===== config.mk =====
export PLATFORM = sky130hd
export DESIGN_NAME = adcsel_ctrl
export DESIGN_NICKNAME = d
export VERILOG_FILES = /design/src/include/adcsel_pkg.sv /design/src/logic/adcsel_ctrl.sv
export SDC_FILE = /design/constraint.sdc
export NUM_CORES = 1
export LEC_CHECK = 0
export ABC_AREA = 1
export BUFFER_PORTS_ARGS = -buffer_cell sky130_fd_sc_hd__buf_2
export CORE_MARGIN = 4
export CORE_UTILIZATION = 30
export CTS_BUF_LIST = sky130_fd_sc_hd__clkbuf_8
export DETAILED_ROUTE_END_ITERATION = 8
export GPL_ROUTABILITY_DRIVEN = 0
export GPL_TIMING_DRIVEN = 0
export PLACE_DENSITY_LB_ADDON = 0.2
export RECOVER_POWER = 50
export SLEW_MARGIN = 20
export SYNTH_ARGS = -nofsm -noshare
export SYNTH_HDL_FRONTEND = slang
export SYNTH_SLANG_ARGS = --single-unit

===== constraint.sdc =====
create_clock -name hclk -period 1.9 [get_ports hclk]
set_clock_uncertainty 0.2 [all_clocks]
set_input_delay 0.19 -clock hclk [delete_from_list [all_inputs] [get_ports hclk]]
set_output_delay 0.19 -clock hclk [all_outputs]
set_load 0.05 [all_outputs]

===== src/include/adcsel_pkg.sv =====
/*
  Package for the converter selection and sleep-conversion control block:
  register offsets, field positions, reset values, timing counts and the
  carrier structs.
  Assumes a single AHB-Lite master and one clock, hclk.

  // Operation
  // - Selection is buffered in a temporary copy, copied to active until conversion starts.
  // - While converting, active selection is frozen against CPU writes.
  // - Copying resumes in the last converter clock cycle before done flag sets.
  // - Start bit write begins conversion at the next converter clock rising edge.
  // - Free running: channel change after first conversion applies one conversion later.
  // - Single ended inputs above reference give full-scale code.
  // - Three reference choices: analog supply, internal fixed, external pin.
  // - Sensor and driver enabled when sensor input selected; software uses internal ref.
  // - In noise-reduction or idle sleep, conversion starts once CPU halts.
  // - Completion interrupt wakes CPU; request still raised if woken earlier.
  // - Other sleep modes do not disable the converter automatically.
  // - Normal conversion lasts thirteen converter clock cycles.
*/
package adcsel_pkg;

  // Register byte addresses
  localparam logic [7:0] ADCSEL_OFS_SELECT  = 8'h00;
  localparam logic [7:0] ADCSEL_OFS_CONTROL = 8'h04;
  localparam logic [7:0] ADCSEL_OFS_STATUS  = 8'h08;
  localparam logic [7:0] ADCSEL_OFS_RESULT  = 8'h0c;

  // Select register fields
  localparam int ADCSEL_MUX_LSB  = 0;
  localparam int ADCSEL_MUX_W    = 6;
  localparam int ADCSEL_REFS_LSB = 6;
  localparam int ADCSEL_REFS_W   = 2;

  // Control register fields
  localparam int ADCSEL_CTL_EN    = 0;
  localparam int ADCSEL_CTL_START = 1;
  localparam int ADCSEL_CTL_AUTO  = 2;
  localparam int ADCSEL_CTL_DONE  = 3;
  localparam int ADCSEL_CTL_IE    = 4;
  localparam int ADCSEL_CTL_PS    = 8;
  localparam int ADCSEL_PS_W      = 3;

  // Status register fields
  localparam int ADCSEL_ST_ACT_MUX  = 0;
  localparam int ADCSEL_ST_ACT_REFS = 6;
  localparam int ADCSEL_ST_SENSOR   = 8;
  localparam int ADCSEL_ST_LOCKED   = 9;

  // Reset values
  localparam logic [7:0] ADCSEL_SELECT_RST = 8'h00;
  localparam logic [2:0] ADCSEL_PS_RST     = 3'h2;

  // Selection codes and the full-scale result code
  localparam logic [5:0] ADCSEL_MUX_SENSOR = 6'h27;
  localparam logic [1:0] ADCSEL_REF_AVCC   = 2'h1;
  localparam logic [1:0] ADCSEL_REF_INT    = 2'h3;
  localparam logic [1:0] ADCSEL_REF_EXT    = 2'h0;
  localparam logic [9:0] ADCSEL_FULL_SCALE = 10'h3ff;

  // Conversion timing in converter clock cycles
  localparam logic [4:0] ADCSEL_CONV_NORMAL = 5'd13;
  localparam logic [4:0] ADCSEL_CONV_FIRST  = 5'd25;
  localparam logic [4:0] ADCSEL_HOLD_FIRST  = 5'd14;
  localparam logic [4:0] ADCSEL_HOLD_NORMAL = 5'd2;

  typedef struct packed {
    logic [1:0] refs;
    logic [5:0] mux;
  } adcsel_sel_type;

  typedef struct packed {
    logic sleep_req;
    logic sleep_nr_idle;
    logic cpu_halted;
  } adcsel_sleep_type;

endpackage


===== src/logic/adcsel_ctrl.sv =====
/*
  Converter selection, start and completion control with noise-canceler
  sleep conversion, behind an AHB-Lite register slave.
  Assumes sleep status arrives from core logic on hclk; the analog sample
  value arrives on hclk and is taken at the last conversion cycle.
*/
`timescale 1ns/10ps
`default_nettype none
module adcsel_ctrl
  import adcsel_pkg::*;
#(
  parameter int PS_MAX_LOG = 7
)
(
  // Clock and reset
  input  wire logic                     hclk,
  input  wire logic                     hresetn,
  // AHB-Lite slave
  input  wire logic                     hsel,
  input  wire logic [31:0]              haddr,
  input  wire logic [1:0]               htrans,
  input  wire logic                     hwrite,
  input  wire logic [2:0]               hsize,
  input  wire logic [31:0]              hwdata,
  input  wire logic                     hready,
  output logic      [31:0]              hrdata,
  output logic                          hreadyout,
  output logic                          hresp,
  // Sleep state from the core
  input  wire adcsel_pkg::adcsel_sleep_type sleep_i,
  // Analog side
  input  wire logic [9:0]               sample_i,
  input  wire logic                     over_ref_i,
  output var adcsel_pkg::adcsel_sel_type active_sel,
  output logic                          sensor_enable,
  output logic                          sample_hold,
  // Interrupt request to the core
  output logic                          done_irq
);

  import adcsel_pkg::*;

  initial
  begin
    if (PS_MAX_LOG < 1 || PS_MAX_LOG > 7)
      $error("PS_MAX_LOG out of range");
  end

  // Bus address phase capture
  logic        wr_pend_q;
  logic [7:0]  addr_q;
  logic        rd_pend_q;
  logic        bus_take;

  assign bus_take  = hsel && hready && htrans[1];
  assign hreadyout = 1'b1;
  assign hresp     = 1'b0;

  always_ff @(posedge hclk or negedge hresetn)
  begin
    if (!hresetn)
    begin
      wr_pend_q <= 1'b0;
      rd_pend_q <= 1'b0;
      addr_q    <= 8'h00;
    end
    else
    begin
      wr_pend_q <= bus_take && hwrite;
      rd_pend_q <= bus_take && !hwrite;
      if (bus_take)
        addr_q <= haddr[7:0];
    end
  end

  function automatic logic wr_to(input logic [7:0] ofs);
    wr_to = wr_pend_q && (addr_q == ofs);
  endfunction

  // Last prescaler count of one converter clock period
  function automatic logic [6:0] pre_top(input logic [2:0] ps);
    pre_top = (7'h01 << ps) - 7'h01;
  endfunction

  // Sample window length, longer while the analog side initialises
  function automatic logic [4:0] hold_len(input logic first);
    if (first)
      hold_len = ADCSEL_HOLD_FIRST;
    else
      hold_len = ADCSEL_HOLD_NORMAL;
  endfunction

  // Software-visible state, then internal counters, flags and strobes
  adcsel_sel_type temp_sel_q;
  logic           en_q;
  logic           auto_q;
  logic           ie_q;
  logic [2:0]     ps_q;
  logic           done_q;
  logic           start_q;
  logic [9:0]     result_q;
  logic           first_q;
  logic           busy_q;
  logic           start_req_q;
  logic           halted_q;
  logic [4:0]     cyc_q;
  logic [6:0]     pre_q;
  logic           tick;
  logic           last_cyc;
  logic           conv_end;
  logic           sleep_start;
  logic [4:0]     conv_len;
  logic [2:0]     ps_eff;
  logic           start_wr;
  logic           done_clr;

  // Control strobes; a process so the bus state read inside wr_to is seen
  always_comb
  begin
    start_wr = wr_to(ADCSEL_OFS_CONTROL) && hwdata[ADCSEL_CTL_START];
    done_clr = wr_to(ADCSEL_OFS_CONTROL) && hwdata[ADCSEL_CTL_DONE];
  end

  always_ff @(posedge hclk or negedge hresetn)
  begin
    if (!hresetn)
      temp_sel_q <= ADCSEL_SELECT_RST;
    else if (wr_to(ADCSEL_OFS_SELECT))
      temp_sel_q <= hwdata[ADCSEL_REFS_LSB+ADCSEL_REFS_W-1:ADCSEL_MUX_LSB];
  end

  always_ff @(posedge hclk or negedge hresetn)
  begin
    if (!hresetn)
    begin
      en_q   <= 1'b0;
      auto_q <= 1'b0;
      ie_q   <= 1'b0;
      ps_q   <= ADCSEL_PS_RST;
    end
    else if (wr_to(ADCSEL_OFS_CONTROL))
    begin
      en_q   <= hwdata[ADCSEL_CTL_EN];
      auto_q <= hwdata[ADCSEL_CTL_AUTO];
      ie_q   <= hwdata[ADCSEL_CTL_IE];
      ps_q   <= hwdata[ADCSEL_CTL_PS+ADCSEL_PS_W-1:ADCSEL_CTL_PS];
    end
  end

  // Prescaler held in reset while disabled
  always_ff @(posedge hclk or negedge hresetn)
  begin
    if (!hresetn)
      pre_q <= 7'h00;
    else if (!en_q)
      pre_q <= 7'h00;
    else if (tick)
      pre_q <= 7'h00;
    else
      pre_q <= pre_q + 7'h01;
  end

  // Settings above the build limit run at the limit
  always_comb
  begin
    if (ps_q > 3'(PS_MAX_LOG))
      ps_eff = 3'(PS_MAX_LOG);
    else
      ps_eff = ps_q;
  end

  // One tick per converter clock rising edge; count restarts there so the period follows ps
  assign tick = en_q && (pre_q == pre_top(ps_eff));

  // Start request waits for the next converter edge
  assign sleep_start = sleep_i.sleep_req && sleep_i.sleep_nr_idle && sleep_i.cpu_halted
                       && !halted_q && en_q && !busy_q && !start_req_q;

  always_ff @(posedge hclk or negedge hresetn)
  begin
    if (!hresetn)
      halted_q <= 1'b0;
    else
      halted_q <= sleep_i.sleep_req && sleep_i.cpu_halted;
  end

  always_ff @(posedge hclk or negedge hresetn)
  begin
    if (!hresetn)
      start_req_q <= 1'b0;
    else if (!en_q)
      start_req_q <= 1'b0;
    else if (start_wr && !busy_q)
      start_req_q <= 1'b1;
    else if (sleep_start)
      start_req_q <= 1'b1;
    else if (tick)
      start_req_q <= 1'b0;
  end

  assign conv_len = first_q ? ADCSEL_CONV_FIRST : ADCSEL_CONV_NORMAL;
  assign last_cyc = busy_q && (cyc_q == conv_len - 5'd1);
  assign conv_end = last_cyc && tick;

  always_ff @(posedge hclk or negedge hresetn)
  begin
    if (!hresetn)
    begin
      busy_q <= 1'b0;
      cyc_q  <= 5'd0;
    end
    else if (!en_q)
    begin
      busy_q <= 1'b0;
      cyc_q  <= 5'd0;
    end
    else if (tick)
    begin
      if (conv_end)
      begin
        busy_q <= auto_q;
        cyc_q  <= 5'd0;
      end
      else if (busy_q)
        cyc_q <= cyc_q + 5'd1;
      else if (start_req_q)
      begin
        busy_q <= 1'b1;
        cyc_q  <= 5'd0;
      end
    end
  end

  // First conversion after enable takes the long path
  always_ff @(posedge hclk or negedge hresetn)
  begin
    if (!hresetn)
      first_q <= 1'b1;
    else if (!en_q)
      first_q <= 1'b1;
    else if (conv_end)
      first_q <= 1'b0;
  end

  // Active selection copied only on converter edges, frozen while converting except in the last cycle
  always_ff @(posedge hclk or negedge hresetn)
  begin
    if (!hresetn)
      active_sel <= ADCSEL_SELECT_RST;
    else if (tick && (!busy_q || last_cyc))
      active_sel <= temp_sel_q;
  end

  always_ff @(posedge hclk or negedge hresetn)
  begin
    if (!hresetn)
      sensor_enable <= 1'b0;
    else
      sensor_enable <= (active_sel.mux == ADCSEL_MUX_SENSOR);
  end

  always_ff @(posedge hclk or negedge hresetn)
  begin
    if (!hresetn)
      sample_hold <= 1'b0;
    else
      sample_hold <= busy_q && (cyc_q < hold_len(first_q));
  end

  // Result capture, clipped at full scale above reference
  always_ff @(posedge hclk or negedge hresetn)
  begin
    if (!hresetn)
      result_q <= 10'h000;
    else if (conv_end)
      result_q <= over_ref_i ? ADCSEL_FULL_SCALE : sample_i;
  end

  // Done flag: set wins over write-one-to-clear
  always_ff @(posedge hclk or negedge hresetn)
  begin
    if (!hresetn)
      done_q <= 1'b0;
    else if (conv_end)
      done_q <= 1'b1;
    else if (done_clr)
      done_q <= 1'b0;
  end

  // Request stays up whether or not the CPU already woke
  always_ff @(posedge hclk or negedge hresetn)
  begin
    if (!hresetn)
      done_irq <= 1'b0;
    else
      done_irq <= (done_q || conv_end) && ie_q;
  end

  assign start_q = busy_q || start_req_q;

  // Read data registered for the data phase
  always_ff @(posedge hclk or negedge hresetn)
  begin
    if (!hresetn)
      hrdata <= 32'h0000_0000;
    else if (bus_take && !hwrite)
    begin
      unique case (haddr[7:0])
        ADCSEL_OFS_SELECT:  hrdata <= {24'h000000, temp_sel_q};
        ADCSEL_OFS_CONTROL: hrdata <= {21'h000000, ps_q, 3'h0, ie_q, done_q, auto_q, start_q, en_q};
        ADCSEL_OFS_STATUS:  hrdata <= {22'h000000, busy_q, sensor_enable, active_sel};
        ADCSEL_OFS_RESULT:  hrdata <= {22'h000000, result_q};
        default:            hrdata <= 32'h0000_0000;
      endcase
    end
  end

endmodule
`default_nettype wire

==> results.tsv <==
metric	value	unit
dieArea	14300	µm²
synth_cell_types	41	
cts_tree	yes	
maxCapViolations	0	
status	finished with violations	
rrSetupSlack	-0.43	ns
via_count	3306	
clock_path_buffers	2	
pin_count	133	
netlist_top_cells_count	121 x nand2_1, 70 x dfrtp_1, 48 x inv_1	
synth.most_common_cell	nand2_1	
required	1.93	ns
die_x	119.6	µm
rr_worst_depth	15	
first_pass_iters	4	
cts_root_buffer	clkbuf_8	
arrival	2.37	ns
drive_gt1_share	28.55	%
fillers	1269	
area_growth	38.04	%
avgSynthCellArea	8.193	µm²
hold_start	sleep_i[1]	
antenna_found_initial	0	
first_iter_violations	175	
htreeDepth	3	
synth_cells	456	
hpwl	6912	µm
syn_area	3736	µm²
reg2reg_to	active_sel[6]	
cts.sinks	72	
hold_end	start_req_q	
cts_made_buffers	9	
ant_nets	0	
violations	negative setup slack	
whs	0.03536	ns
p_total	4.922	mW
critPathKind	flop to flop	
crit_path_end_kind	flop	
synth-seq-cells	72	
synth-main-ff-cell	dfrtp_1	
grt_pass1_wl	16040	µm
start_util	30.85	%
cts.clk_slew.worst_paths	0.08	ns
coreArea	12110	µm²
antennaDiodeCount	0	
fp.dieH	119.6	µm
synth_area_leaders	dfrtp_1 47%, nand2_1 12%, inv_1 4.8%	
hp-class	input port to flop	
hold_viol	0	
slew_headroom	55.77	%
drc	0	
grt_pass1_vias	3284	
setup_viol_count_final	35	
wire_per_inst	12.40	µm
start_kind	flop	
cp_max_fo	7	
async_flop_share	100.0	%
max_freq	428.7	MHz
pre_cts_ws	-0.4765	ns
whs_path_depth	5	
numPortBuffers	59	
synth_top_area_share	46.89	%
routed_via_density	4.310	
fin_nets	688	
power_density	954.3	nW/µm²
power_leakage	2.658	nW
reg2reg_from	ps_q[2]	
ys_warn_count	0	
synth_area_leader_cell	dfrtp_1	
grt_use_total	13.71	%
irDropWorstVdd	472.2	µV
clkLatencyLatePin	0.35	ns
post-route-period-util	122.8	%
yosysSeqAreaShare	48.29	%
synth_edf_count	0	
rsz0062_at_grt	yes	
fin_ws	-0.4324	ns
critical_path.cell_chain	nor2_4 -> nand2_2 -> ha_4 -> inv_2 -> nand2_2 -> nand2_2 -> nor2_4 -> nand3_2 -> nor2_4 -> nand2_2 -> inv_4 -> nand3_4 -> buf_12 -> nand2_2 -> o21ai_2	
critical_path.slowest_cell	dfrtp_2	
min_period	2.332	ns
finalWirelength	9514	µm
rows	40	
worst_pin_slew	0.6583	ns
slowest_delay	0.44	ns
grt-ovfl-total	0	
grt_max_degree	49	
report.final.slew_viol_count	0	
crit_top_cell	nand2_2	
## worst max path at each step
| stage | start | endpoint | slack, ns | depth (start not counted) |
|---|---|---|---|---|
| after detailed placement | ps_q[2] | active_sel[6] | -0.48 | 15 |
| after global placement | ps_q[2] | active_sel[4] | -0.46 | 15 |
| final | ps_q[2] | active_sel[6] | -0.43 | 15 |
| after global routing | ps_q[2] | active_sel[4] | -0.53 | 15 |
| after CTS | ps_q[2] | active_sel[6] | -0.39 | 15 |
| after floorplan | ps_q[2] | active_sel[4] | -0.23 | 15 |
## power by group
part / internal [mW] / switching, mW
clock: 0.586 / 0.572
sequential: 1.81 / 0.275
combinational: 0.587 / 1.09
total: 2.98 / 1.94
## layout by cell type, fill, tap and decap left out, drive strengths merged
cell	instances
clkbuf	19
nand3	25
dfrtp	70
nor4	3
o21bai	1
o22ai	2
o31ai	1
ha	6
o21ai	54
clkinv	6
dfstp	2
a2111oi	1
a21oi	11
xor2	5
nor3	4
or2	2
inv	54
o211ai	1
xnor2	2
nor2	42
nand2	126
nand4	7
dlygate4sd3	33
buf	94
bufinv	1
o221ai	1
conb	23
a21boi	1
mux2	2
## final cells by class
| class | instances | area [µm²] | area share (%) |
|---|---|---|---|
| clock inverter | 7 | 56.30 | 1.092 |
| inverter | 54 | 205.2 | 3.979 |
| multi-input combinational | 320 | 1749 | 33.92 |
| clock buffer | 9 | 123.9 | 2.402 |
| tap | 168 | 210.2 | 4.076 |
| sequential | 72 | 1805 | 35.01 |
| timing repair buffer | 106 | 772.0 | 14.97 |
| buffer | 31 | 235.2 | 4.561 |
## per-layer routing
layer	share of wire, %	GRT usage, %	vias up	wire, µm
met1	48	18.66	1537	4575
li1	-	-	1690	-
met5	0	0	-	0
met3	4.6	2.639	7	439
met2	47	22.81	72	4433
met4	0.68	2.863	0	65
## logic make-up (layout without fill, tap and decap cells)
family                     Yosys count  after routing  synth area share (%)
xor gates and xnor gates             7              7                 1.641
DFF                                 72             72                 48.29
and+or+nand+nor                    209            209                 24.78
buffers and inverters               85            207                 11.15
AOI/OAI and AO/OA                   73             73                 11.32
adders and majority gates            6              6                 2.009
muxes                                2              2                0.6028
other                                2             23                0.2010
## timing repair
item / CTS / global route
pin swaps: 3 / 10
hold endpoints to repair: 105 / 0
setup buffers: 10 / 1
setup endpoints to repair: 43 / 44
hold buffers: 33 / 0
resized for setup: 33 / 22
cloned: 2 / 0
## metrics by stage
step	util (%)	instances	TNS (ns)	area [µm²]
3_3_place_gp	35.77	704	-19.27	4333
4_1_cts	42.18	766	-10.69	5109
5_1_grt	42.58	767	-15.97	5157
3_5_place_dp	36.02	705	-16.71	4363
6_report	42.58	767	-11.87	5157
2_1_floorplan	-	477	-4.224	3827
## registers in the layout, summed over array words and instances, names as in the netlist, 3 cells and up
register    count
result_q       10
pre_q           7
addr_q          8
active_sel      8
hrdata         11
cyc_q           5
temp_sel_q      8
ps_q            3
## worst max-delay path, delay by kind of cell (launching register included)
| family | cells | cell delay, ns |
|---|---|---|
| fa+ha+maj | 1 | 0.27 |
| buf+inv | 3 | 0.30 |
| flops | 1 | 0.44 |
| simple gates | 10 | 0.95 |
| compound gates | 1 | 0.05 |
No activity file was read; power rests on OpenSTA's default activity.
